==> src/dac_power_pkg.sv <==
// Purpose: constants for the quad converter power and fault-status control block
// Assumes: register reached over a decoded serial command word (24 bits)
// Notes: register layout, select codes and timing figures
package dac_power_pkg;
	localparam int unsigned NUM_CHAN = 4;
	localparam int unsigned DATA_W = 16;
	// command word layout
	localparam int unsigned CMD_RW_BIT = 23;
	localparam int unsigned CMD_REG_HI = 21;
	localparam int unsigned CMD_REG_LO = 19;
	localparam int unsigned CMD_ADDR_HI = 18;
	localparam int unsigned CMD_ADDR_LO = 16;
	localparam logic [2:0] REG_SEL_POWER = 3'h2;
	localparam logic [2:0] REG_SEL_CONTROL = 3'h3;
	localparam logic [2:0] CTRL_ADDR_CONFIG = 3'h1;
	// control register config bits
	localparam int unsigned CFG_TSD_EN_BIT = 3;
	localparam int unsigned CFG_CLAMP_EN_BIT = 2;
	localparam logic CLAMP_EN_RESET = 1'b1;
	localparam logic TSD_EN_RESET = 1'b0;
	// power register fields
	localparam int unsigned PWR_OC_LO = 7;
	localparam int unsigned PWR_OC_HI = 10;
	localparam int unsigned PWR_ZERO_BIT = 6;
	localparam int unsigned PWR_TSD_BIT = 5;
	localparam int unsigned PWR_REF_BIT = 4;
	localparam int unsigned PWR_PU_HI = 3;
	localparam int unsigned PWR_PU_LO = 0;
	localparam logic [3:0] PU_RESET = 4'h0;
	localparam logic REF_RESET = 1'b0;
	// host-side settle time after power-up
	localparam int unsigned POWER_UP_US = 10;
	localparam int unsigned CLK_MHZ = 100;
	localparam int unsigned POWER_UP_CYCLES = POWER_UP_US * CLK_MHZ;
endpackage

==> src/dac_power_ctrl.sv <==
// Purpose: power-up, reference and fault-status logic of a quad converter
// Assumes: serial framing done elsewhere; one-cycle strobe per decoded 24-bit word
// Notes: fault inputs arrive from analog sense circuits and are synchronised here
// Notes: the readback image is registered, so it trails the controls by one edge
// Notes: the host settle time after a power-up is the host's duty, not policed here
`timescale 1ns/1ps

// three-flop synchroniser with an agreement filter for asynchronous fault levels;
// a change is accepted only once stages two and three agree, so a sense glitch
// shorter than one cycle never reaches the power-down logic
module fault_level_filter
	import dac_power_pkg::*;
#(
	parameter int unsigned WIDTH = 1
) (
	// clock and reset
	input wire logic ref_clk,
	input wire logic rst_n,
	// asynchronous level in, filtered level out
	input wire logic [WIDTH-1:0] level_async,
	output logic [WIDTH-1:0] level_ff
);
	logic [WIDTH-1:0] sync_s1_ff;
	logic [WIDTH-1:0] sync_s2_ff;
	logic [WIDTH-1:0] sync_s3_ff;

	// only the second stage reads the first, so a metastable value goes nowhere else
	always_ff @(posedge ref_clk or negedge rst_n) begin
		if (!rst_n) begin
			sync_s1_ff <= '0;
			sync_s2_ff <= '0;
			sync_s3_ff <= '0;
		end else begin
			sync_s1_ff <= level_async;
			sync_s2_ff <= sync_s1_ff;
			sync_s3_ff <= sync_s2_ff;
		end
	end

	// per bit: keep the last accepted level while the late stages disagree
	always_ff @(posedge ref_clk or negedge rst_n) begin
		if (!rst_n) begin
			level_ff <= '0;
		end else begin
			for (int i = 0; i < WIDTH; i++) begin
				if (sync_s2_ff[i] == sync_s3_ff[i])
					level_ff[i] <= sync_s3_ff[i];
			end
		end
	end
endmodule // fault_level_filter

// one channel's power-up bit: host write, unclamped overcurrent and thermal shutdown
module chan_power_slice
	import dac_power_pkg::*;
#(
	parameter logic RESET_VALUE = 1'b0
) (
	// clock and reset
	input wire logic ref_clk,
	input wire logic rst_n,
	// host write of this channel's bit
	input wire logic bit_write,
	input wire logic bit_value,
	// fault power-down requests
	input wire logic oc_trip,
	input wire logic thermal_trip,
	// power-up state
	output logic power_on_ff
);
	logic nxt_power_on;

	// a fault power-down beats a write in the same cycle,
	// so a channel is never re-enabled into a live short while clamping is off
	always_comb begin
		nxt_power_on = power_on_ff;
		if (bit_write)
			nxt_power_on = bit_value;
		if (oc_trip)
			nxt_power_on = 1'b0;
		if (thermal_trip)
			nxt_power_on = 1'b0;
	end

	// reset leaves the channel powered down until the host sets its bit
	always_ff @(posedge ref_clk or negedge rst_n) begin
		if (!rst_n)
			power_on_ff <= RESET_VALUE;
		else
			power_on_ff <= nxt_power_on;
	end
endmodule // chan_power_slice

module dac_power_ctrl
	import dac_power_pkg::*;
(
	// clock and reset
	input wire logic ref_clk,
	input wire logic rst_n,
	// decoded serial command
	input wire logic cmd_valid,
	input wire logic [23:0] cmd_word,
	// readback of the power register
	output logic [DATA_W-1:0] power_and_alert_status,
	// analog fault sense, asynchronous
	input wire logic [NUM_CHAN-1:0] overcurrent_sense,
	input wire logic overtemp_sense,
	// analog controls
	output logic [NUM_CHAN-1:0] chan_power_on,
	output logic reference_power_on,
	output logic clamp_enable,
	output logic thermal_shutdown_alert
);
	logic [NUM_CHAN-1:0] oc_flag_ff;
	logic ot_ff;
	logic [NUM_CHAN-1:0] pu_ff;
	logic ref_ff, clamp_ff, tsd_en_ff, tsd_alert_ff;
	logic rw_read, pwr_write, cfg_write, thermal_trip;
	logic [NUM_CHAN-1:0] oc_trip;
	logic [2:0] reg_sel;
	logic [2:0] reg_addr;
	logic [DATA_W-1:0] nxt_status;

	// command fields; the address only matters for the control register
	assign reg_sel = cmd_word[CMD_REG_HI:CMD_REG_LO];
	assign reg_addr = cmd_word[CMD_ADDR_HI:CMD_ADDR_LO];
	// write when the read/write bit is low; reads leave every setting alone
	assign rw_read = cmd_word[CMD_RW_BIT];
	assign pwr_write = cmd_valid && !rw_read && reg_sel == REG_SEL_POWER;
	assign cfg_write = cmd_valid && !rw_read && reg_sel == REG_SEL_CONTROL
		&& reg_addr == CTRL_ADDR_CONFIG;

	// per-channel overcurrent levels; flags follow the sense, so they drop
	// again by themselves once the short is gone
	fault_level_filter #(
		.WIDTH(NUM_CHAN)
	) u_fault_level_filter_oc (
		.ref_clk(ref_clk),
		.rst_n(rst_n),
		.level_async(overcurrent_sense),
		.level_ff(oc_flag_ff)
	);

	// die temperature level, same filtering as the overcurrent path
	fault_level_filter #(
		.WIDTH(1)
	) u_fault_level_filter_ot (
		.ref_clk(ref_clk),
		.rst_n(rst_n),
		.level_async(overtemp_sense),
		.level_ff(ot_ff)
	);

	// clamping keeps the channel alive; only unclamped overcurrent trips it
	assign oc_trip = clamp_ff ? '0 : oc_flag_ff;
	assign thermal_trip = tsd_en_ff && ot_ff;

	// control register config bits that steer fault handling
	always_ff @(posedge ref_clk or negedge rst_n) begin
		if (!rst_n) begin
			clamp_ff <= CLAMP_EN_RESET;
			tsd_en_ff <= TSD_EN_RESET;
		end else if (cfg_write) begin
			clamp_ff <= cmd_word[CFG_CLAMP_EN_BIT];
			tsd_en_ff <= cmd_word[CFG_TSD_EN_BIT];
		end
	end

	// one power-up slice per channel; channel A sits at the lowest bit
	for (genvar ch = 0; ch < NUM_CHAN; ch++) begin : g_chan
		chan_power_slice #(
			.RESET_VALUE(PU_RESET[ch])
		) u_chan_power_slice (
			.ref_clk(ref_clk),
			.rst_n(rst_n),
			.bit_write(pwr_write),
			.bit_value(cmd_word[PWR_PU_LO + ch]),
			.oc_trip(oc_trip[ch]),
			.thermal_trip(thermal_trip),
			.power_on_ff(pu_ff[ch])
		);
	end

	// reference enable
	always_ff @(posedge ref_clk or negedge rst_n) begin
		if (!rst_n)
			ref_ff <= REF_RESET;
		else if (pwr_write)
			ref_ff <= cmd_word[PWR_REF_BIT];
	end

	// thermal alert is read-only and sticky while the shutdown stands
	always_ff @(posedge ref_clk or negedge rst_n) begin
		if (!rst_n)
			tsd_alert_ff <= 1'b0;
		else if (thermal_trip)
			tsd_alert_ff <= 1'b1;
		else if (!ot_ff)
			tsd_alert_ff <= 1'b0;
	end

	// readback image built field by field; written alert and zero bits never land here
	always_comb begin
		nxt_status = '0;
		nxt_status[PWR_OC_HI:PWR_OC_LO] = oc_flag_ff;
		nxt_status[PWR_ZERO_BIT] = 1'b0;
		nxt_status[PWR_TSD_BIT] = tsd_alert_ff;
		nxt_status[PWR_REF_BIT] = ref_ff;
		nxt_status[PWR_PU_HI:PWR_PU_LO] = pu_ff;
	end

	// registered so the host sees a settled word, one edge behind the controls
	always_ff @(posedge ref_clk or negedge rst_n) begin
		if (!rst_n)
			power_and_alert_status <= '0;
		else
			power_and_alert_status <= nxt_status;
	end

	// controls to the analog side come straight from flip-flops
	assign chan_power_on = pu_ff;
	assign reference_power_on = ref_ff;
	assign clamp_enable = clamp_ff;
	assign thermal_shutdown_alert = tsd_alert_ff;
	// host must still wait POWER_UP_CYCLES before loading outputs; not policed here
endmodule // dac_power_ctrl

==> config.mk <==
export PLATFORM = sky130hd
export DESIGN_NAME = dac_power_ctrl
export DESIGN_NICKNAME = d
export VERILOG_FILES = /design/src/dac_power_pkg.sv /design/src/dac_power_ctrl.sv
export SDC_FILE = /design/constraint.sdc
export NUM_CORES = 1
export LEC_CHECK = 0
export BUFFER_PORTS_ARGS = -buffer_cell sky130_fd_sc_hd__buf_2
export CORE_MARGIN = 8
export CORE_UTILIZATION = 45
export DETAILED_ROUTE_END_ITERATION = 16
export PLACE_DENSITY = 0.76
export SLEW_MARGIN = 20
export SYNTH_ARGS = -nofsm -noshare
export SYNTH_HDL_FRONTEND = slang
export SYNTH_SLANG_ARGS = --single-unit
==> constraint.sdc <==
create_clock -name ref_clk -period 1 [get_ports ref_clk]
set_input_delay 0.2 -clock ref_clk [delete_from_list [all_inputs] [get_ports ref_clk]]
set_output_delay 0.2 -clock ref_clk [all_outputs]
set_load 0.1 [all_outputs]
# Word-level counts from Yosys, hierarchy flattened
# Cells that the tools add are included.
[word_totals] register_bits=38 out_inout_bits=23
[classes] eq_ne=9 n_mux=15 reduce_logical=10
[op_table] operator="two-way mux 1 bit" n=14
[op_table] operator="nonzero test 3 bit" n=4
[op_table] operator="equality test 3 x 2 -> 1 bit (second input constant)" n=2
[op_table] operator="equality test 1 bit" n=5
[op_table] operator="logical AND 1 bit" n=5
[op_table] operator="two-way mux 4 bit" n=1
[op_table] operator="equality test 3 x 1 -> 1 bit (second input constant)" n=1
[op_table] operator="inequality test 2 x 1 -> 1 bit (second input constant)" n=1
[op_table] operator="zero test 1 bit" n=1

# Longest topological paths before layout
# Gate-level depths: netlist (run 1).
[depth] word_depth=6 mapped_depth=3 ltp_nobuf=3

# Cells and area by module
# From an unflattened synthesis (run 1), not the netlist that was laid out.
[hier_totals] hier_cells=71 area_unflattened_um2=1258.7
[modules_own_cells] mod="dac_power_ctrl" n_inst=1 cells_per_inst=34 area_each_um2=521.8
[modules_own_cells] mod="fault_level_filter (u_fault_level_filter_oc)" n_inst=1 cells_per_inst=20 area_each_um2=445.4
[modules_own_cells] mod="chan_power_slice" n_inst=4 cells_per_inst=3 area_each_um2=45.0
[modules_own_cells] mod="fault_level_filter (u_fault_level_filter_ot)" n_inst=1 cells_per_inst=5 area_each_um2=111.4

# Worst setup path after synthesis (run 1)
# No wires, ideal clock.
[synth_path] kind="register to register" start="reg, netlist name reference_power_on" end="reg ref_ff, in the netlist reference_power_on" setup_ns=0.070 arrival_ns=1.194 slack_ns=-0.264 stages_incl_launch_ff=3 n_path_buf=0 synth_period_minus_slack_ns=1.264 path_cell_list="dfrtp_1 o21ai_0 nand2_1"
[synth_rtl] item="end signal, assigned" line="dac_power_ctrl.sv:189" rtl="ref_ff <= cmd_word[PWR_REF_BIT];"
[synth_rtl] item="end, declared" line="dac_power_ctrl.sv:117" rtl="logic ref_ff, clamp_ff, tsd_en_ff, tsd_alert_ff;"

# Final worst setup path (run 1)
[layout_path] start="reg clamp_ff, in the netlist clamp_enable" end="out clamp_enable"
[layout_rtl] item="start, declared" line="dac_power_ctrl.sv:117"
[layout_rtl] item="start signal, assigned" line="dac_power_ctrl.sv:164" rtl="clamp_ff <= cmd_word[CFG_CLAMP_EN_BIT];"
[layout_rtl] item="end, declared" line="dac_power_ctrl.sv:111" rtl="output logic clamp_enable,"
# No word-level cell between the ends.

==> results of run 1 <==
==> worst max path at each step <==
stage,endpoint,slack [ps],startpoint
2_1_floorplan,g_chan[0].u_chan_power_slice.power_on_ff,-50,clamp_enable
3_3_place_gp,tsd_en_ff,-110,cmd_word[23]
3_5_place_dp,tsd_en_ff,-120,cmd_word[23]
4_1_cts,clamp_enable,-360,clamp_enable
5_1_grt,clamp_enable,-380,clamp_enable
6_report,clamp_enable,-340,clamp_enable
==> layer usage <==
metal	global-route usage	vias up	part of all wire
met4	0.0478	0	0.014
met1	0.107	388	0.38
met2	0.183	40	0.48
met3	0.0830	3	0.13
met5	0	-	0
li1	-	389	-
==> metrics by stage <==
| step | utilization | cell area (sq um) | setup slack, ps |
|---|---|---|---|
| CTS | 0.720 | 1970 | -360 |
| floorplan | - | 1320 | -47.3 |
| global placement | 0.650 | 1780 | -114 |
| detailed placement | 0.650 | 1780 | -122 |
| global route | 0.733 | 2000 | -385 |
| finish | 0.733 | 2000 | -340 |
==> cells by family (layout without fill, tap and decap cells) <==
logic type	Yosys count	after routing
other	1	6
buffers and inverters	15	69
DFF	38	38
AOI/OAI and AO/OA	14	14
muxes	2	2
adders and majority gates	5	5
and+or+nand+nor	11	11
==> worst min-delay path: stages <==
cell	delay, ps
buf_2	80
nand3_1	60
nand2_1	50
==> power by group through the flow <==
| stage | Sequential, mW | Clock (mW) | Combinational (mW) |
|---|---|---|---|
| after CTS | 1.73 | 1.03 | 0.912 |
| after global routing | 1.74 | 1.11 | 0.956 |
| after floorplan | 2.07 | 0 | 0.210 |
| after global placement | 1.76 | 0 | 0.851 |
| after detailed placement | 1.77 | 0 | 0.859 |
| final | 1.73 | 1.00 | 0.924 |
==> cell type report <==
cell class	instances	area, sq um
Multi-Input combinational cell	38	267
Clock buffer	6	41.3
Fill cell	168	731
Sequential cell	38	971
Timing Repair Buffer	56	629
Tap cell	31	38.8
Inverter	5	18.8
Clock inverter	2	37.5
==> registers in the layout (all words and copies together) (netlist names), 4 cells and up <==
| name | count |
|---|---|
| g_chan.u_chan_power_slice.power_on_ff | 4 |
| power_and_alert_status | 10 |
| u_fault_level_filter_oc.level_ff | 4 |
| u_fault_level_filter_oc.sync_s1_ff | 4 |
| u_fault_level_filter_oc.sync_s2_ff | 4 |
| u_fault_level_filter_oc.sync_s3_ff | 4 |
==> cells in the final DEF (no fill, tap or decap), types with 2 or more instances in the layout <==
cell type       n
a21oi_1         3
buf_12         19
buf_2          19
buf_4          11
clkbuf_4        5
conb_1          6
dfrtp_1        25
dfrtp_2        12
dlygate4sd3_1   6
inv_1           5
maj3_1          5
mux2_4          2
nand2_1         2
nand3_1         5
o21ai_0         5
o21ai_1         3
==> repair_timing <==
item	4_1_cts	5_1_grt
gates resized for setup	0	3
setup buffers	7	3
setup endpoints to repair	21	22
hold endpoints to repair	17	0
hold buffers	6	0
==> qor.csv, run 1 <==
stage;metric;value;unit
pwr;Int Pwr;2.51;mW
setup_path;WS Path Type;flip-flop to output pin;
clock_network;worst skew pair latency;340;ps
routing;post-route antenna net violation count;0;
run;max-capacitance violation count;0;
routing;Vias;820;
timing;TNS Setup;-3400;ps
layout;P&R area growth vs syn;55.7;%
setup_path;critical path arrival;1140;ps
yosys;Primary FF master, synth;dfrtp_1;
yosys;synth cell count leaders;37 x dfrtp_1, 10 x buf_4, 9 x o21ai_0;
timing;final clock skew;12.2;ps
pwr;sequential share of power;0.473;
layout;Final #Nets;176;
floorplanning;die outline width;69.5;um
setup_path;FF-to-FF Start;clamp_enable;
floorplanning;die height;69.5;um
yosys;area leader, netlist;dfrtp_1;
clock_network;Clock Pin Slew Worst Setup and Hold Paths;110;ps
clock_network;Clock Root Buffer;clkbuf_4;
setup_path;reg2reg setup slack;-220;ps
layout;layout cells sized above 1;0.524;
clock_network;Clock Tree Buf Depth;2;
timing;final setup violation count;22;
yosys;register area share after synthesis;0.740;
timing;final hold viol count;0;
routing;WL/cell;14.6;um
yosys;Post-synth EDFFs;0;
yosys;main combinational cell family by area after synthesis;buffers and inverters;
place;Final HPWL DP;1840;um
timing;min Tclk post-route;1340;ps
place;placed insts;152;
pwr;VDD IR max;1.74;mV
setup_path;CP startpoint kind;flip-flop;
worst_hold_path;Hold Crit Class;primary input to flip-flop;
timing;Final Hold Slack;78.7;ps
grt;gr ovfl total;0;
pwr;Net Switching;1.15;mW
yosys;Synth Area in Adders;0.0389;
clock_network;htree depth;2;
routing;routed vias/inst;4.66;
pwr;pwr/cell area;1830;nW/um^2
grt;largest net degree at the start of global routing;26;
yosys;post-synthesis compound-gate area fraction;0.0564;
yosys;Yosys cell types;16;
setup_path;CP delay by family, top;flip-flops;
place;Port-buffer cells;36;
grt;antenna violations before repair;0;
layout;antenna cells;0;
floorplanning;site row count;19;
routing;DRC violations left;0;
routing;first-pass iteration count of the detailed router;3;
worst_hold_path;Hold Path End;reference_power_on;
setup_path;Worst Path Max Fanout;2;
pwr;Pleak;0.949;nW
floorplanning;die area;4830;sq um
clock_network;clk sinks;38;
yosys;post-synthesis xor/xnor area fraction;0;
clock_network;CTS tree;done;
timing;Final WS setup;-340;ps
timing;RSZ-0062 raised after global routing;true;
floorplanning;IO Count;55;
timing;final slew viol count;0;
worst_hold_path;Hold Path Origin;cmd_word[4];
yosys;cell count after synthesis;86;
routing;DRT iter0 DRCs;15;
setup_path;Reg2Reg Depth;5;
yosys;Synth Area in Simple Gates;0.0652;
floorplanning;Initial Utilization;0.470;
worst_hold_path;WHS Path Cells;3;
yosys;most frequent cell after synthesis;dfrtp_1;
yosys;Yosys warning count;0;
setup_path;slowest CP cell;dfstp_4;
pwr;Switching Share;0.314;
pwr;overall power;3.66;mW
pwr;Gate power share;0.253;
setup_path;Worst Setup End Kind;output pin;
routing;total wire length;2580;um
yosys;mux cell area share after synthesis;0.0233;
status;outcome;finished with violations;
yosys;Synth top area share;0.720;
pwr;Clock Power Share;0.274;
layout;fin cells;176;
setup_path;critical path depth;1;
yosys;Mapped Avg Cell Area;15.0;sq um
floorplanning;core area;2730;sq um
yosys;Area contributors post-synth;dfrtp_1 72%, buf_4 5.8%, maj3_1 3.9%, o21ai_0 3.5%, mux2_4 2.3%;
clock_network;CTS Buf Count;5;
grt;vias in the first global route;926;
yosys;flops & latches, synth;38;
setup_path;Crit Reg-Reg Endpoint;g_chan[0].u_chan_power_slice.power_on_ff;
yosys;Post-Syn Area;1290;sq um
setup_path;Worst Path Required;800;ps
grt;first-pass GRT wire length;4400;um
setup_path;critical-path cell list;buf_12;
status;violated checks;negative setup slack;
yosys;asr flop ratio synth;1.00;
place;GPL Wtd Cong;0.785;
setup_path;Bufs and invs on worst path;1;
setup_path;max incr delay on CP;640;ps
timing;Tcrit/Tclk final;1.34;
timing;f_max;0.746;GHz
grt;Tot GR Track Use;0.113;
Note: power is estimated with default switching activity, not from simulation.
==> inputs of run 2 (changes only) <==
--- a/config.mk
+++ b/config.mk
@@ -11,4 +11,5 @@
 export DETAILED_ROUTE_END_ITERATION = 16
 export PLACE_DENSITY = 0.76
+export RECOVER_POWER = 50
 export SLEW_MARGIN = 20
 export SYNTH_ARGS = -nofsm -noshare
==> constraint.sdc (replaced) <==
create_clock -name ref_clk -period 1 [get_ports ref_clk]
set_input_delay 0.05 -clock ref_clk [delete_from_list [all_inputs] [get_ports ref_clk]]
set_output_delay 0.05 -clock ref_clk [all_outputs]
set_load 0.1 [all_outputs]
==> qor.csv, run 2 (synthesized netlist as in run 1, its figures left out) <==
stage;metric;value;unit;change
pwr;Pleak;0.939;nW;was 0.949 nW
status;violated checks;negative setup slack;;unchanged
clock_network;htree depth;2;;unchanged
clock_network;cts repair resizes;0;;unchanged
timing;min Tclk post-route;1210;ps;was 1340 ps
routing;routed vias/inst;4.71;;was 4.66
timing;Final WS setup;-211;ps;was -340 ps
timing;Tcrit/Tclk final;1.21;;was 1.34
clock_network;Clock Tree Buf Depth;2;;unchanged
place;GPL Wtd Cong;0.855;;was 0.785
clock_network;CTS Buf Count;5;;unchanged
pwr;pwr/cell area;1720;nW/um^2;was 1830 nW/um^2
place;Placed Area;1740;sq um;was 1780 sq um
layout;fin cells;176;;unchanged
place;Setup WS pre-CTS;14.5;ps;was -122 ps
clock_network;Clock Root Buffer;clkbuf_4;;unchanged
floorplanning;die outline width;69.5;um;unchanged
pwr;VDD IR max;1.37;mV;was 1.74 mV
layout;antenna cells;0;;unchanged
grt;antenna violations before repair;0;;unchanged
timing;Final Hold Slack;44.1;ps;was 78.7 ps
setup_path;Worst Path Required;950;ps;was 800 ps
timing;final clock skew;8.42;ps;was 12.2 ps
timing;final setup violation count;7;;was 22
routing;total wire length;2650;um;was 2580 um
layout;register area;958;sq um;was 971 sq um
routing;post-route antenna net violation count;0;;unchanged
setup_path;slowest CP cell;dfstp_4;;unchanged
grt;gr ovfl total;0;;unchanged
grt;Tot GR Track Use;0.117;;was 0.113
floorplanning;die area;4830;sq um;unchanged
routing;DRC violations left;0;;unchanged
floorplanning;site row count;19;;unchanged
floorplanning;core area;2730;sq um;unchanged
layout;max FFs per register;10;;unchanged
timing;final hold viol count;0;;unchanged
clock_network;Clock Pin Slew Worst Setup and Hold Paths;100;ps;was 110 ps
status;outcome;finished with violations;;unchanged
layout;most frequent cells in the layout;35 x dfrtp_1, 18 x buf_2, 17 x buf_12;;was 25 x dfrtp_1, 19 x buf_2, 19 x buf_12
setup_path;Worst Setup End Kind;output pin;;unchanged
layout;most flop-heavy register;power_and_alert_status;;unchanged
setup_path;Bufs and invs on worst path;1;;unchanged
layout;number of fill cells;177;;was 168
clock_network;CTS tree;done;;unchanged
worst_hold_path;Hold Crit Class;primary input to flip-flop;;unchanged
grt;largest net degree at the start of global routing;26;;unchanged
setup_path;WS Path Type;flip-flop to output pin;;unchanged
layout;layout cells sized above 1;0.400;;was 0.524
routing;WL/cell;15.0;um;was 14.6 um
setup_path;CP startpoint kind;flip-flop;;unchanged
setup_path;critical path arrival;1160;ps;was 1140 ps
timing;TNS Setup;-291;ps;was -3400 ps
run;max-capacitance violation count;0;;unchanged
layout;commonest non-fill, non-tap cell in the layout;dfrtp_1;;unchanged
timing;f_max;0.825;GHz;was 0.746 GHz
layout;Design Area, Final;1940;sq um;was 2000 sq um
routing;DRT iter0 DRCs;31;;was 15
floorplanning;die height;69.5;um;unchanged
setup_path;critical-path cell list;buf_12;;unchanged
layout;Final #Nets;177;;was 176
timing;RSZ-0062 raised after global routing;true;;unchanged
routing;Vias;829;;was 820
timing;final slew viol count;0;;unchanged
clock_network;clk sinks;38;;unchanged
setup_path;Worst Path Max Fanout;2;;unchanged
grt;vias in the first global route;912;;was 926
routing;first-pass iteration count of the detailed router;4;;was 3
floorplanning;IO Count;55;;unchanged
place;Port-buffer cells;36;;unchanged
layout;area of the multi-input gates;259;sq um;was 267 sq um
clock_network;worst skew pair latency;340;ps;about the same
pwr;overall power;3.33;mW;was 3.66 mW
place;placed insts;150;;was 152
setup_path;max incr delay on CP;650;ps;was 640 ps
floorplanning;Initial Utilization;0.470;;unchanged
place;Final HPWL DP;1880;um;was 1840 um
setup_path;CP delay by family, top;flip-flops;;unchanged
setup_path;reg2reg setup slack;-20;ps;was -220 ps
layout;fin util;0.710;;was 0.733
grt;first-pass GRT wire length;4450;um;was 4400 um
layout;P&R area growth vs syn;50.9;%;was 55.7%
[run 2: cell count changes in the layout (fill, tap and decap cells not counted), moves of 2 or more]
| cell | before | now |
|---|---|---|
| dfrtp_1 | 25 | 35 |
| buf_4 | 11 | 9 |
| dfrtp_2 | 12 | 2 |
| dlygate4sd3_1 | 6 | 11 |
| buf_12 | 19 | 17 |
[run 2: power by group]
part	switching, mW	total (mW)	internal (mW)
Sequential	0.0791	1.72	1.65
Clock	0.444	0.709	0.265
Combinational	0.586	0.899	0.314
Total	1.11	3.33	2.22
[run 2: worst min-delay path, cell delays in order]
cell and delay [ps]:
buf_2 140, o21ai_0 100, nand2_1 70
[run 2: final timing paths]
path,start,to,cells past startpoint
min in group asynchronous,rst_n,power_and_alert_status[3],2
max in group asynchronous,rst_n,u_fault_level_filter_oc.sync_s1_ff[1],3
setup / recovery,clamp_enable,clamp_enable,1
hold reg to reg,u_fault_level_filter_oc.sync_s1_ff[1],u_fault_level_filter_oc.sync_s2_ff[1],0
setup reg to reg,clamp_enable,g_chan[0].u_chan_power_slice.power_on_ff,3
hold / removal,cmd_word[19],reference_power_on,3
[run 2: layout make-up]
class                      instances  area share
clock buffer                       7      0.0232
inverter                           5     0.00967
multi-input combinational         38       0.133
sequential                        38       0.494
tap                               31      0.0200
timing repair buffer              57       0.320
[run 2: what timing repair did]
action / 4_1_cts / 5_1_grt
setup buffers: 6 / 2
setup endpoints to repair: 10 / 19
hold endpoints to repair: 50 / 0
hold buffers: 11 / 0
[run 2: routing by layer]
metal,GRT usage,part of all wire,vias to the layer above
met2,0.186,0.50,39
met5,0,0,-
met1,0.113,0.39,394
met4,0.0820,0.020,0
li1,-,-,391
met3,0.0629,0.093,5
